`src/emi_pkg.sv`:
```
// Constants and types shared by the external memory interface.
// Assumes a 16-bit data-space address and 8-bit data from the CPU side.
package emi_pkg;

   localparam logic [15:0] EMI_EXT_BASE    = 16'h1100;
   localparam logic [15:0] EMI_SECTOR_STEP = 16'h2000;
   localparam logic [15:0] EMI_LEGACY_BASE = 16'h1000;
   localparam logic [1:0]  EMI_WAIT_NONE   = 2'h0;
   localparam logic [1:0]  EMI_WAIT_ONE    = 2'h1;
   localparam logic [1:0]  EMI_WAIT_TWO    = 2'h2;
   localparam logic [1:0]  EMI_WAIT_TWO_P1 = 2'h3;
   localparam logic [2:0]  EMI_SECT_RST    = 3'h0;
   localparam logic [2:0]  EMI_MASK_RST    = 3'h0;
   localparam logic [7:0]  EMI_BYTE_RST    = 8'h00;
   localparam logic [1:0]  EMI_CNT_RST     = 2'h0;

   typedef enum logic [2:0] {
      EMI_IDLE,
      EMI_ADDR,
      EMI_STROBE,
      EMI_WAIT,
      EMI_END,
      EMI_HOLD
   } emi_state_t;

endpackage

```
`src/emi_wait_sel.sv`:
```
// Picks the wait-state code of the sector that holds an external address.
// Assumes the address is already known to be external.
module emi_wait_sel
   import emi_pkg::*;
(
   // Configuration.
   input  wire logic [2:0]  sector_limit_sel,
   input  wire logic [1:0]  lower_wait_sel,
   input  wire logic [1:0]  upper_sector_wait_sel,
   input  wire logic        legacy_mode,
   // Access address and selected code.
   input  wire logic [15:0] addr,
   output logic      [1:0]  wait_code
);
   logic [15:0] limit;
   logic        upper;

   always_comb
   begin
      limit = 16'(EMI_SECTOR_STEP * 16'(sector_limit_sel));
      upper = (sector_limit_sel == EMI_SECT_RST) || legacy_mode ||
              (addr >= limit);
      if (legacy_mode)
         wait_code = {1'b0, upper_sector_wait_sel[0]};
      else if (upper)
         wait_code = upper_sector_wait_sel;
      else
         wait_code = lower_wait_sel;
   end
endmodule

```
`src/emi_ext_mem_if.sv`:
```
// External parallel memory interface: multiplexed low address/data bus,
// high address bus, latch strobe and read/write strobes.
// Assumes a CPU request port on sys_clk and pins with per-pin enables.
//
// Summary of operation
// - Enabled interface owns direction of all its dedicated pins.
// - Interface decides internal versus external and drives pins itself.
// - Low address byte is valid on the bus when latch strobe falls.
// - Latch strobe stays low through the whole data transfer phase.
// - Internal accesses may show bus activity, strobes stay inactive.
// - Disabled interface returns pins to port; no aliasing above SRAM.
// - Four wait-state settings, including zero wait.
// - Two sectors, each with its own wait-state selection.
// - Bus keeper holds last level when the bus would float.
// - Bus pull-ups follow the port output bits set to one.
// - Trailing latch pulse only if next access targets RAM.
// - Low address and data share one bus; high byte separate.
// - Number of driven high address lines is configurable.
// - Legacy mode: extended controls gone, upper wait only 00 or 01.
// - Legacy mode: fixed high lines, no sectors, no bus keeper.
// - Legacy mode: read, write and latch pins are outputs only.
// - Wait codes: 0, 1, 2 strobe cycles, or 2 plus one idle.
// - Sector limit zero means one sector; else 8 KB steps.
// - Enable bit activates pin functions; clearing restores ports.
module emi_ext_mem_if
   import emi_pkg::*;
(
   // Clock and reset.
   input  wire logic        sys_clk,
   input  wire logic        nrst,
   // Control bits.
   input  wire logic        ext_mem_enable,
   input  wire logic        legacy_mode,
   input  wire logic [1:0]  lower_wait_sel,
   input  wire logic [1:0]  upper_sector_wait_sel,
   input  wire logic [2:0]  sector_limit_sel,
   input  wire logic [2:0]  high_addr_mask,
   input  wire logic        bus_keeper_en,
   input  wire logic [15:0] int_sram_top,
   // CPU access port.
   input  wire logic        req_valid,
   input  wire logic        req_write,
   input  wire logic [15:0] req_addr,
   input  wire logic [7:0]  req_wdata,
   input  wire logic        next_is_ram,
   output logic             req_ready,
   output logic             rd_valid,
   output logic [7:0]       rd_data,
   // Port fallback values from the general I/O logic.
   input  wire logic [7:0]  port_ad_out,
   input  wire logic [7:0]  port_ad_oe_n,
   input  wire logic [7:0]  port_hi_out,
   input  wire logic [7:0]  port_hi_oe_n,
   input  wire logic [2:0]  port_ctl_out,
   input  wire logic [2:0]  port_ctl_oe_n,
   // Pins.
   input  wire logic [7:0]  addr_data_low_bus_in,
   output logic      [7:0]  addr_data_low_bus_out,
   output logic      [7:0]  addr_data_low_bus_oe_n,
   output logic      [7:0]  addr_data_low_pullup,
   output logic      [7:0]  addr_data_low_keep,
   output logic      [7:0]  addr_high_bus_out,
   output logic      [7:0]  addr_high_bus_oe_n,
   output logic             ale_out,
   output logic             rd_n_out,
   output logic             wr_n_out,
   output logic      [2:0]  ctl_oe_n
);

   /////////////////////////////////////////////////////////////////////////

   typedef struct packed {
      emi_state_t  state;
      logic [1:0]  cnt;
      logic        ext;
      logic        write;
      logic        hold;
      logic        trail;
      logic [15:0] addr;
      logic [7:0]  wdata;
      logic [7:0]  ad_sync1;
      logic [7:0]  ad_sync2;
      logic [7:0]  keep;
      logic        ready;
      logic        rvalid;
      logic [7:0]  rdata;
      logic [7:0]  ad_out;
      logic [7:0]  ad_oe_n;
      logic [7:0]  pull;
      logic [7:0]  keep_out;
      logic [7:0]  hi_out;
      logic [7:0]  hi_oe_n;
      logic        ale;
      logic        rd_n;
      logic        wr_n;
      logic [2:0]  c_oe_n;
   } emi_regs_t;

   emi_regs_t   r_ff;
   emi_regs_t   nxt_r;
   logic [1:0]  wait_code;
   logic [15:0] ext_base;
   logic        is_ext;
   logic        keeper;
   logic        drive_ad;
   logic [7:0]  hi_keep;

   emi_wait_sel u_wait_sel (
      .sector_limit_sel      (sector_limit_sel),
      .lower_wait_sel        (lower_wait_sel),
      .upper_sector_wait_sel (upper_sector_wait_sel),
      .legacy_mode           (legacy_mode),
      .addr                  (req_addr),
      .wait_code             (wait_code)
   );

   /////////////////////////////////////////////////////////////////////////

   // High lines kept for addressing: mask value n frees the top n lines.
   // The largest mask value frees every line, not all but one.
   // Legacy mode ignores the mask and keeps all eight lines.
   genvar gi;
   generate
      for (gi = 0; gi < 8; gi++)
      begin : g_hi
         assign hi_keep[gi] = legacy_mode ||
                              ((high_addr_mask != 3'h7) &&
                               (32'(gi) <
                                32'(4'h8 - {1'b0, high_addr_mask})));
      end
   endgenerate

   always_comb
   begin
      ext_base = legacy_mode ? EMI_LEGACY_BASE : EMI_EXT_BASE;
      is_ext   = ext_mem_enable && (req_addr >= ext_base) &&
                 (req_addr > int_sram_top);
      keeper   = bus_keeper_en && !legacy_mode;
   end

   /////////////////////////////////////////////////////////////////////////

   // Access walk, one state per system clock:
   // Idle takes the request and raises the latch strobe with the low
   // address on the bus.
   // Addr drops the latch strobe; the external latch holds the address.
   // Strobe keeps read or write low for one cycle plus the wait count.
   // End raises the strobes, hands over read data and may pulse the
   // latch strobe again when the next access goes to memory.
   // Hold adds the idle cycle of the longest wait code.
   // Internal accesses walk Idle, Addr, Strobe and End, with no wait count, no Hold and both strobes high, so
   // the bus shows activity but no external part is selected.
   always_comb
   begin
      nxt_r        = r_ff;
      nxt_r.rvalid = 1'b0;
      nxt_r.ad_sync1 = addr_data_low_bus_in;
      nxt_r.ad_sync2 = r_ff.ad_sync1;
      drive_ad     = 1'b0;
      unique case (r_ff.state)
         EMI_IDLE:
         begin
            nxt_r.ready = 1'b1;
            nxt_r.ale   = 1'b0;
            if (req_valid && r_ff.ready && ext_mem_enable)
            begin
               nxt_r.ready = 1'b0;
               nxt_r.ext   = is_ext;
               nxt_r.write = req_write;
               nxt_r.addr  = req_addr;
               nxt_r.wdata = req_wdata;
               nxt_r.cnt   = is_ext ? wait_code : EMI_WAIT_NONE;
               nxt_r.hold  = is_ext && (wait_code == EMI_WAIT_TWO_P1);
               nxt_r.ale   = 1'b1;
               nxt_r.state = EMI_ADDR;
            end
            else if (req_valid && r_ff.ready)
            begin
               nxt_r.rvalid = !req_write;
               nxt_r.rdata  = EMI_BYTE_RST;
            end
         end
         EMI_ADDR:
         begin
            nxt_r.ale   = 1'b0;
            nxt_r.state = EMI_STROBE;
            nxt_r.rd_n  = !(r_ff.ext && !r_ff.write);
            nxt_r.wr_n  = !(r_ff.ext && r_ff.write);
         end
         EMI_STROBE:
         begin
            if (r_ff.cnt != EMI_CNT_RST && r_ff.cnt != EMI_WAIT_NONE)
            begin
               // Code 11 waits two strobe cycles like code 10; its extra
               // cycle is spent in the hold state after the access.
               nxt_r.cnt = (r_ff.cnt == EMI_WAIT_TWO_P1) ?
                           EMI_WAIT_ONE : r_ff.cnt - 2'h1;
            end
            else
            begin
               nxt_r.rd_n  = 1'b1;
               nxt_r.wr_n  = 1'b1;
               nxt_r.state = EMI_END;
               if (r_ff.ext && !r_ff.write)
               begin
                  nxt_r.rvalid = 1'b1;
                  nxt_r.rdata  = r_ff.ad_sync2;
               end
               else if (!r_ff.ext && !r_ff.write)
               begin
                  nxt_r.rvalid = 1'b1;
                  nxt_r.rdata  = EMI_BYTE_RST;
               end
            end
         end
         EMI_END:
         begin
            nxt_r.ale   = next_is_ram;
            nxt_r.state = r_ff.hold ? EMI_HOLD : EMI_IDLE;
            nxt_r.ready = !r_ff.hold;
         end
         EMI_HOLD:
         begin
            nxt_r.ale   = 1'b0;
            nxt_r.ready = 1'b1;
            nxt_r.state = EMI_IDLE;
         end
         default:
            nxt_r.state = EMI_IDLE;
      endcase

      // Bus drive: address phase always, data phase only for writes.
      unique case (nxt_r.state)
         EMI_ADDR:   drive_ad = 1'b1;
         EMI_STROBE: drive_ad = nxt_r.write;
         default:    drive_ad = 1'b0;
      endcase
      if (!ext_mem_enable)
         nxt_r.state = EMI_IDLE;

      if (ext_mem_enable)
      begin
         nxt_r.ad_out  = (nxt_r.state == EMI_ADDR) ? nxt_r.addr[7:0]
                                                   : nxt_r.wdata;
         nxt_r.ad_oe_n = drive_ad ? EMI_BYTE_RST : 8'hFF;
         for (int i = 0; i < 8; i++)
         begin
            nxt_r.hi_out[i]  = hi_keep[i] ? nxt_r.addr[8 + i]
                                          : port_hi_out[i];
            nxt_r.hi_oe_n[i] = hi_keep[i] ? 1'b0 : port_hi_oe_n[i];
         end
         nxt_r.c_oe_n = 3'h0;
      end
      else
      begin
         nxt_r.ad_out  = port_ad_out;
         nxt_r.ad_oe_n = port_ad_oe_n;
         nxt_r.hi_out  = port_hi_out;
         nxt_r.hi_oe_n = port_hi_oe_n;
         nxt_r.c_oe_n  = legacy_mode ? 3'h0 : port_ctl_oe_n;
         nxt_r.ale     = port_ctl_out[2];
         nxt_r.rd_n    = port_ctl_out[1];
         nxt_r.wr_n    = port_ctl_out[0];
         nxt_r.ready   = 1'b1;
      end

      // Pull-ups only while the bus floats and the port bit is one.
      nxt_r.pull = port_ad_out & nxt_r.ad_oe_n;
      if (!nxt_r.ad_oe_n[0])
         nxt_r.keep = nxt_r.ad_out;
      else if (keeper)
         nxt_r.keep = r_ff.ad_sync2;
      nxt_r.keep_out = keeper ? nxt_r.keep : EMI_BYTE_RST;
   end

   /////////////////////////////////////////////////////////////////////////

   always_ff @(posedge sys_clk or negedge nrst)
   begin
      if (!nrst)
      begin
         r_ff         <= '0;
         r_ff.state   <= EMI_IDLE;
         r_ff.ad_oe_n <= 8'hFF;
         r_ff.hi_oe_n <= 8'hFF;
         r_ff.c_oe_n  <= 3'h7;
         r_ff.rd_n    <= 1'b1;
         r_ff.wr_n    <= 1'b1;
      end
      else
         r_ff <= nxt_r;
   end

   assign req_ready              = r_ff.ready;
   assign rd_valid               = r_ff.rvalid;
   assign rd_data                = r_ff.rdata;
   assign addr_data_low_bus_out  = r_ff.ad_out;
   assign addr_data_low_bus_oe_n = r_ff.ad_oe_n;
   assign addr_data_low_pullup   = r_ff.pull;
   assign addr_data_low_keep     = r_ff.keep_out;
   assign addr_high_bus_out      = r_ff.hi_out;
   assign addr_high_bus_oe_n     = r_ff.hi_oe_n;
   assign ale_out                = r_ff.ale;
   assign rd_n_out               = r_ff.rd_n;
   assign wr_n_out               = r_ff.wr_n;
   assign ctl_oe_n               = r_ff.c_oe_n;

endmodule

```
`config.mk`:
```
export PLATFORM = sky130hd
export DESIGN_NAME = emi_ext_mem_if
export DESIGN_NICKNAME = d
export VERILOG_FILES = /design/src/emi_pkg.sv /design/src/emi_wait_sel.sv /design/src/emi_ext_mem_if.sv
export SDC_FILE = /design/constraint.sdc
export NUM_CORES = 1
export LEC_CHECK = 0
export ABC_AREA = 1
export BUFFER_PORTS_ARGS = -buffer_cell sky130_fd_sc_hd__buf_4
export CORE_MARGIN = 4
export CORE_UTILIZATION = 40
export CTS_BUF_LIST = sky130_fd_sc_hd__clkbuf_16
export CTS_CLUSTER_DIAMETER = 100
export DETAILED_ROUTE_END_ITERATION = 8
export PLACE_DENSITY_LB_ADDON = 0.1
export REMOVE_ABC_BUFFERS = 1
export SYNTH_ARGS = -nofsm -noshare
export SYNTH_HDL_FRONTEND = slang
export SYNTH_SLANG_ARGS = --single-unit
```
`constraint.sdc`:
```
create_clock -name sys_clk -period 3.58 [get_ports sys_clk]
set_input_delay 0.358 -clock sys_clk [delete_from_list [all_inputs] [get_ports sys_clk]]
set_output_delay 0.358 -clock sys_clk [all_outputs]
set_load 0.02 [all_outputs]
```
* After elaboration in Yosys (flattened, before gate mapping) *
Index checks and enable logic that the tools add are counted.
W data, S select, Z words.

word-level totals
  flip-flop bits (word level) = 120
  input port bits = 104
  output and inout bits = 64
  word-level logic and storage cells = 155

operators by class
  add/sub/neg operators = 2
  magnitude comparators = 11
  equality and inequality tests = 20
  multiplexer cells = 55
  bitwise gates (word level) = 1
  reduce and logical (&&, ||, !) cells = 43

operators by type and width
  kind                   count
  $lt A3 B32 Y1 const A  4
  $lt A1 B32 Y1 const A  2
  $lt A2 B32 Y1 const A  2
  $mux W9                6
  $mux W24               2
  $mux W8                6
  $mux W16               2
  $mux W1                19
  $mux W3                6
  $pmux W9 S2            1
  $logic_and A1 B1 Y1    17
  $ge A16 B13 Y1         1
  $ge A16 B16 Y1         1
  $gt A16 B16 Y1         1
  $mux W2                7
  $pmux W3 S4            1
  $logic_or A1 B1 Y1     10
  $ne A2 B2 Y1 const B   5
  $eq A3 B1 Y1 const B   3
  $ne A3 B3 Y1 const B   3
  $and A8 B8 Y8          1
  $pmux W2 S2            2
  $logic_not A1 Y1       7
  $eq A3 B2 Y1 const B   2
  15 further kinds       21

* Longest topological paths before layout *
  word-level depth = 15
  gate-level depth with buffers = 15
  mapped depth without buffers = 15

* Modules after synthesis *
Synthesis repeated with hierarchy kept, for this count alone.

unflattened totals
  cell total of the unflattened synthesis = 688
  area total of the unflattened synthesis = 5799.3 µm²

modules (own cells, without submodules)
  module          times used  cells an instance  area an instance (µm²)  sequential area each (µm²)
  emi_ext_mem_if  1           648                5580.4                  2829.0
  emi_wait_sel    1           40                 219.0                   0.0

* Worst setup path before layout *
OpenSTA, ideal clock, no wires.

  kind = register to register
  start = register r_ff (netlist bit req_ready)
  end = register r_ff (netlist bit addr_data_low_keep[7])
  setup time = 0.132 ns
  data arrival time = 1.580 ns
  data required time = 3.448 ns
  slack = 1.867 ns
  stages on the path, launching flop included = 12
  buffers on the path = 1
  clock period less this slack = 1.713 ns
  cells stage by stage = dfrtp_1 > nand2_1 > inv_1 > nand2_1 > nor2_8 > inv_4 > buf_6 > or2_1 > nand3_2 > o21ai_2 > o21ai_2 > nor2_1

RTL lines
  item                      line                   source
  start: declaration        emi_ext_mem_if.sv:99   emi_regs_t r_ff;
  start signal: assignment  emi_ext_mem_if.sv:291  r_ff <= nxt_r;

==> metrics.csv <==
metric,value,unit
relative slew slack,0.457,
routed vias,4230,
DIE AREA,16000,sq um
Post-Route WL,13700,um
"Seq/Total Area, Yosys",0.504,
most frequent cells after synthesis,"109 x nand2_1, 101 x inv_1, 91 x dfrtp_1, 60 x nor2_1, 59 x buf_4",
"FFs w/ async S/R, synth",1.00,
Synth Instances,625,
Initial Util,0.406,
Fmax achieved,483,MHz
critical path's top delay family,simple AND/OR/NAND/NOR gates,
Worst-Skew Late Latency,0.35,ns
final worst-path cycle share,0.579,
slack of the critical path,1.51,ns
GP Congestion,0.801,
clock tree buffer depth,2,
most common cell in the netlist,nand2_1,
status,"complete, no violations",
PwrDens,460,nW/um^2
clock root buffer,clkbuf_16,
Wirelength per Cell,15.0,um
leading area contributor after synthesis,dfrtp_1,
share of layout cells above drive strength 1,0.328,
vias in the first global route,4406,
post-DP HPWL,10800,um
final hold viol count,0,
core area,13800,sq um
Worst setup SP type,flop,
Post-CTS Setup Bufs,0,
Total Neg Setup Slack,0,ns
# setup viols final,0,
largest net degree at the start of global routing,66,
Final ANT Viol Nets,0,
final slew viol count,0,
first-pass GRT wire length,22300,um
drc violations,0,
Crit Path Max Fanout,33,
Worst Skew,0.00547,ns
Seq cells post-synth,112,
ranking of synthesized cells by area,"dfrtp_1 41%, dfstp_2 9.8%, buf_4 7.9%, nand2_1 7.3%, inv_1 6.8%",
worst path cell trace,nor2_2 > nand2_2 > nor2_8 > inv_4 > nand3_4 > nand2_4 > o21ai_2 > nor2_1,
number of H-tree levels,3,
slowest CP cell,dfrtp_1,
Post-Synthesis Mean Instance Area,8.98,sq um
Arrival @ worst endpoint,2.28,ns
Detailed Route Iter0 Violations,186,
drt first pass iters,4,
clock buffer count from CTS,9,
vias per inst,4.61,
number of flops mapped to enable cells by yosys,0,
main flop type after synthesis,dfrtp_1,
Crit path buffers/inverters,1,
"Reg clk slew, reported paths",0.07,ns
antenna violations before repair,0,
ANT cells,0,
worst hold slack,0.0992,ns
Tot GR Track Use,0.176,
Tmin final,2.07,ns
leakage power,3.64,nW
CP peak stage delay,0.42,ns
max_cap viols,0,
Peak supply drop,239,uV
top-area cell type share of the netlist area,0.406,
Post-CTS Hold Buffers,0,
row cnt,43,
Area Overhead vs Synth,22.7,%
post-cts sizing count,0,
Die Ht,126,um
Critical Path RT,3.79,ns
die width,126,um
final net count,860,
pre-CTS setup slack,1.47,ns
Buffers on Ports,167,
Yosys cell types,41,
Synth warnings,0,
Post-Synthesis Cell Area,5610,sq um
critical path capture point type,flop,
grt ovf,0,
clock sinks,112,
RSZ-0062 raised after global routing,no,
TritonCTS clock tree,yes,
Critical Path Stages,8,
top-level I/O count,168,
worst hold path class,in2async,
WS Path Type,reg2reg,
worst-margin pin slew,0.815,ns
worst reg-to-reg path cell count,8,
worst paths after layout:
path | end | slack [ns] | startpoint
setup / recovery | addr_data_low_keep[7]$_DFF_PN0_ | 1.51 | r_ff[118]$_DFF_PN0_
hold / removal | addr_data_low_pullup[7]$_DFF_PN0_ | 0.1 | nrst
setup reg to reg | addr_data_low_keep[7]$_DFF_PN0_ | 1.51 | r_ff[118]$_DFF_PN0_
hold reg to reg | r_ff[73]$_DFF_PN0_ | 0.35 | nxt_r[73]$_DFF_PN0_
max in group asynchronous | addr_high_bus_oe_n[3]$_DFF_PN1_ | 2.57 | nrst
min in group sys_clk | nxt_r[76]$_DFF_PN0_ | 0.10 | addr_data_low_bus_in[4]
stage by stage:
step                cells  utilization  instance area [sq um]  power (mW)
CTS                   918        0.498                   6880        3.21
floorplan             551            -                   5080        1.88
global placement      902        0.477                   6590        2.20
global route          918        0.498                   6880        3.34
finish                918        0.498                   6880        3.16
detailed placement    902        0.477                   6590        2.22
final cells by class:
cell class	instances	area, sq um
Sequential cell	112	2830
Inverter	103	389
Clock inverter	7	66.3
Tap cell	180	225
Timing Repair Buffer	171	1280
Multi-Input combinational cell	336	1860
Clock buffer	9	225
Fill cell	1324	6950
layer usage:
layer | up-vias | track usage | part of all wire
met5 | - | 0 | 0
li1 | 2111 | - | -
met4 | 0 | 0.0454 | 0.012
met2 | 142 | 0.299 | 0.49
met1 | 1963 | 0.224 | 0.43
met3 | 14 | 0.0484 | 0.072
kinds of logic (layout without fill, tap and decap cells):
| kind of cell | Yosys count | after routing | share of synthesized area |
|---|---|---|---|
| flip-flops | 112 | 112 | 0.504 |
| AO/OA/AOI/OAI | 95 | 95 | 0.105 |
| multiplexers | 5 | 5 | 0.0100 |
| adder cells (fa/ha/maj) | 23 | 23 | 0.0513 |
| AND/OR/NAND/NOR | 212 | 212 | 0.164 |
| XOR/XNOR | 1 | 1 | 0.00156 |
| buffers and inverters | 177 | 290 | 0.164 |
cells in the final DEF (no fill, tap or decap), types with 10 or more instances in the layout:
cell     Yosys  final
dfstp_2     21     21
o21ai_2     10     10
nand3_1     17     17
o21ai_0     23     23
inv_1      101    102
nor2_1      60     60
nand2_1    109    109
a21oi_1     26     26
buf_4       59    171
ha_1        23     23
dfrtp_1     91     91
report_power, final:
| group | internal (mW) | switching (mW) |
|---|---|---|
| Combinational | 0.299 | 0.407 |
| Sequential | 1.42 | 0.0574 |
| Clock | 0.487 | 0.488 |
| Total | 2.21 | 0.953 |
flip-flops by register name (all words and copies together) (netlist names):
signal,count
addr_data_low_bus_oe_n,8
addr_data_low_keep,8
nxt_r,8
rd_valid,1
ale_out,1
rd_data,8
addr_data_low_pullup,8
ctl_oe_n,3
addr_data_low_bus_out,8
req_ready,1
addr_high_bus_oe_n,8
rd_n_out,1
r_ff,40
addr_high_bus_out,8
wr_n_out,1
Power figures use the tool's default switching activity.
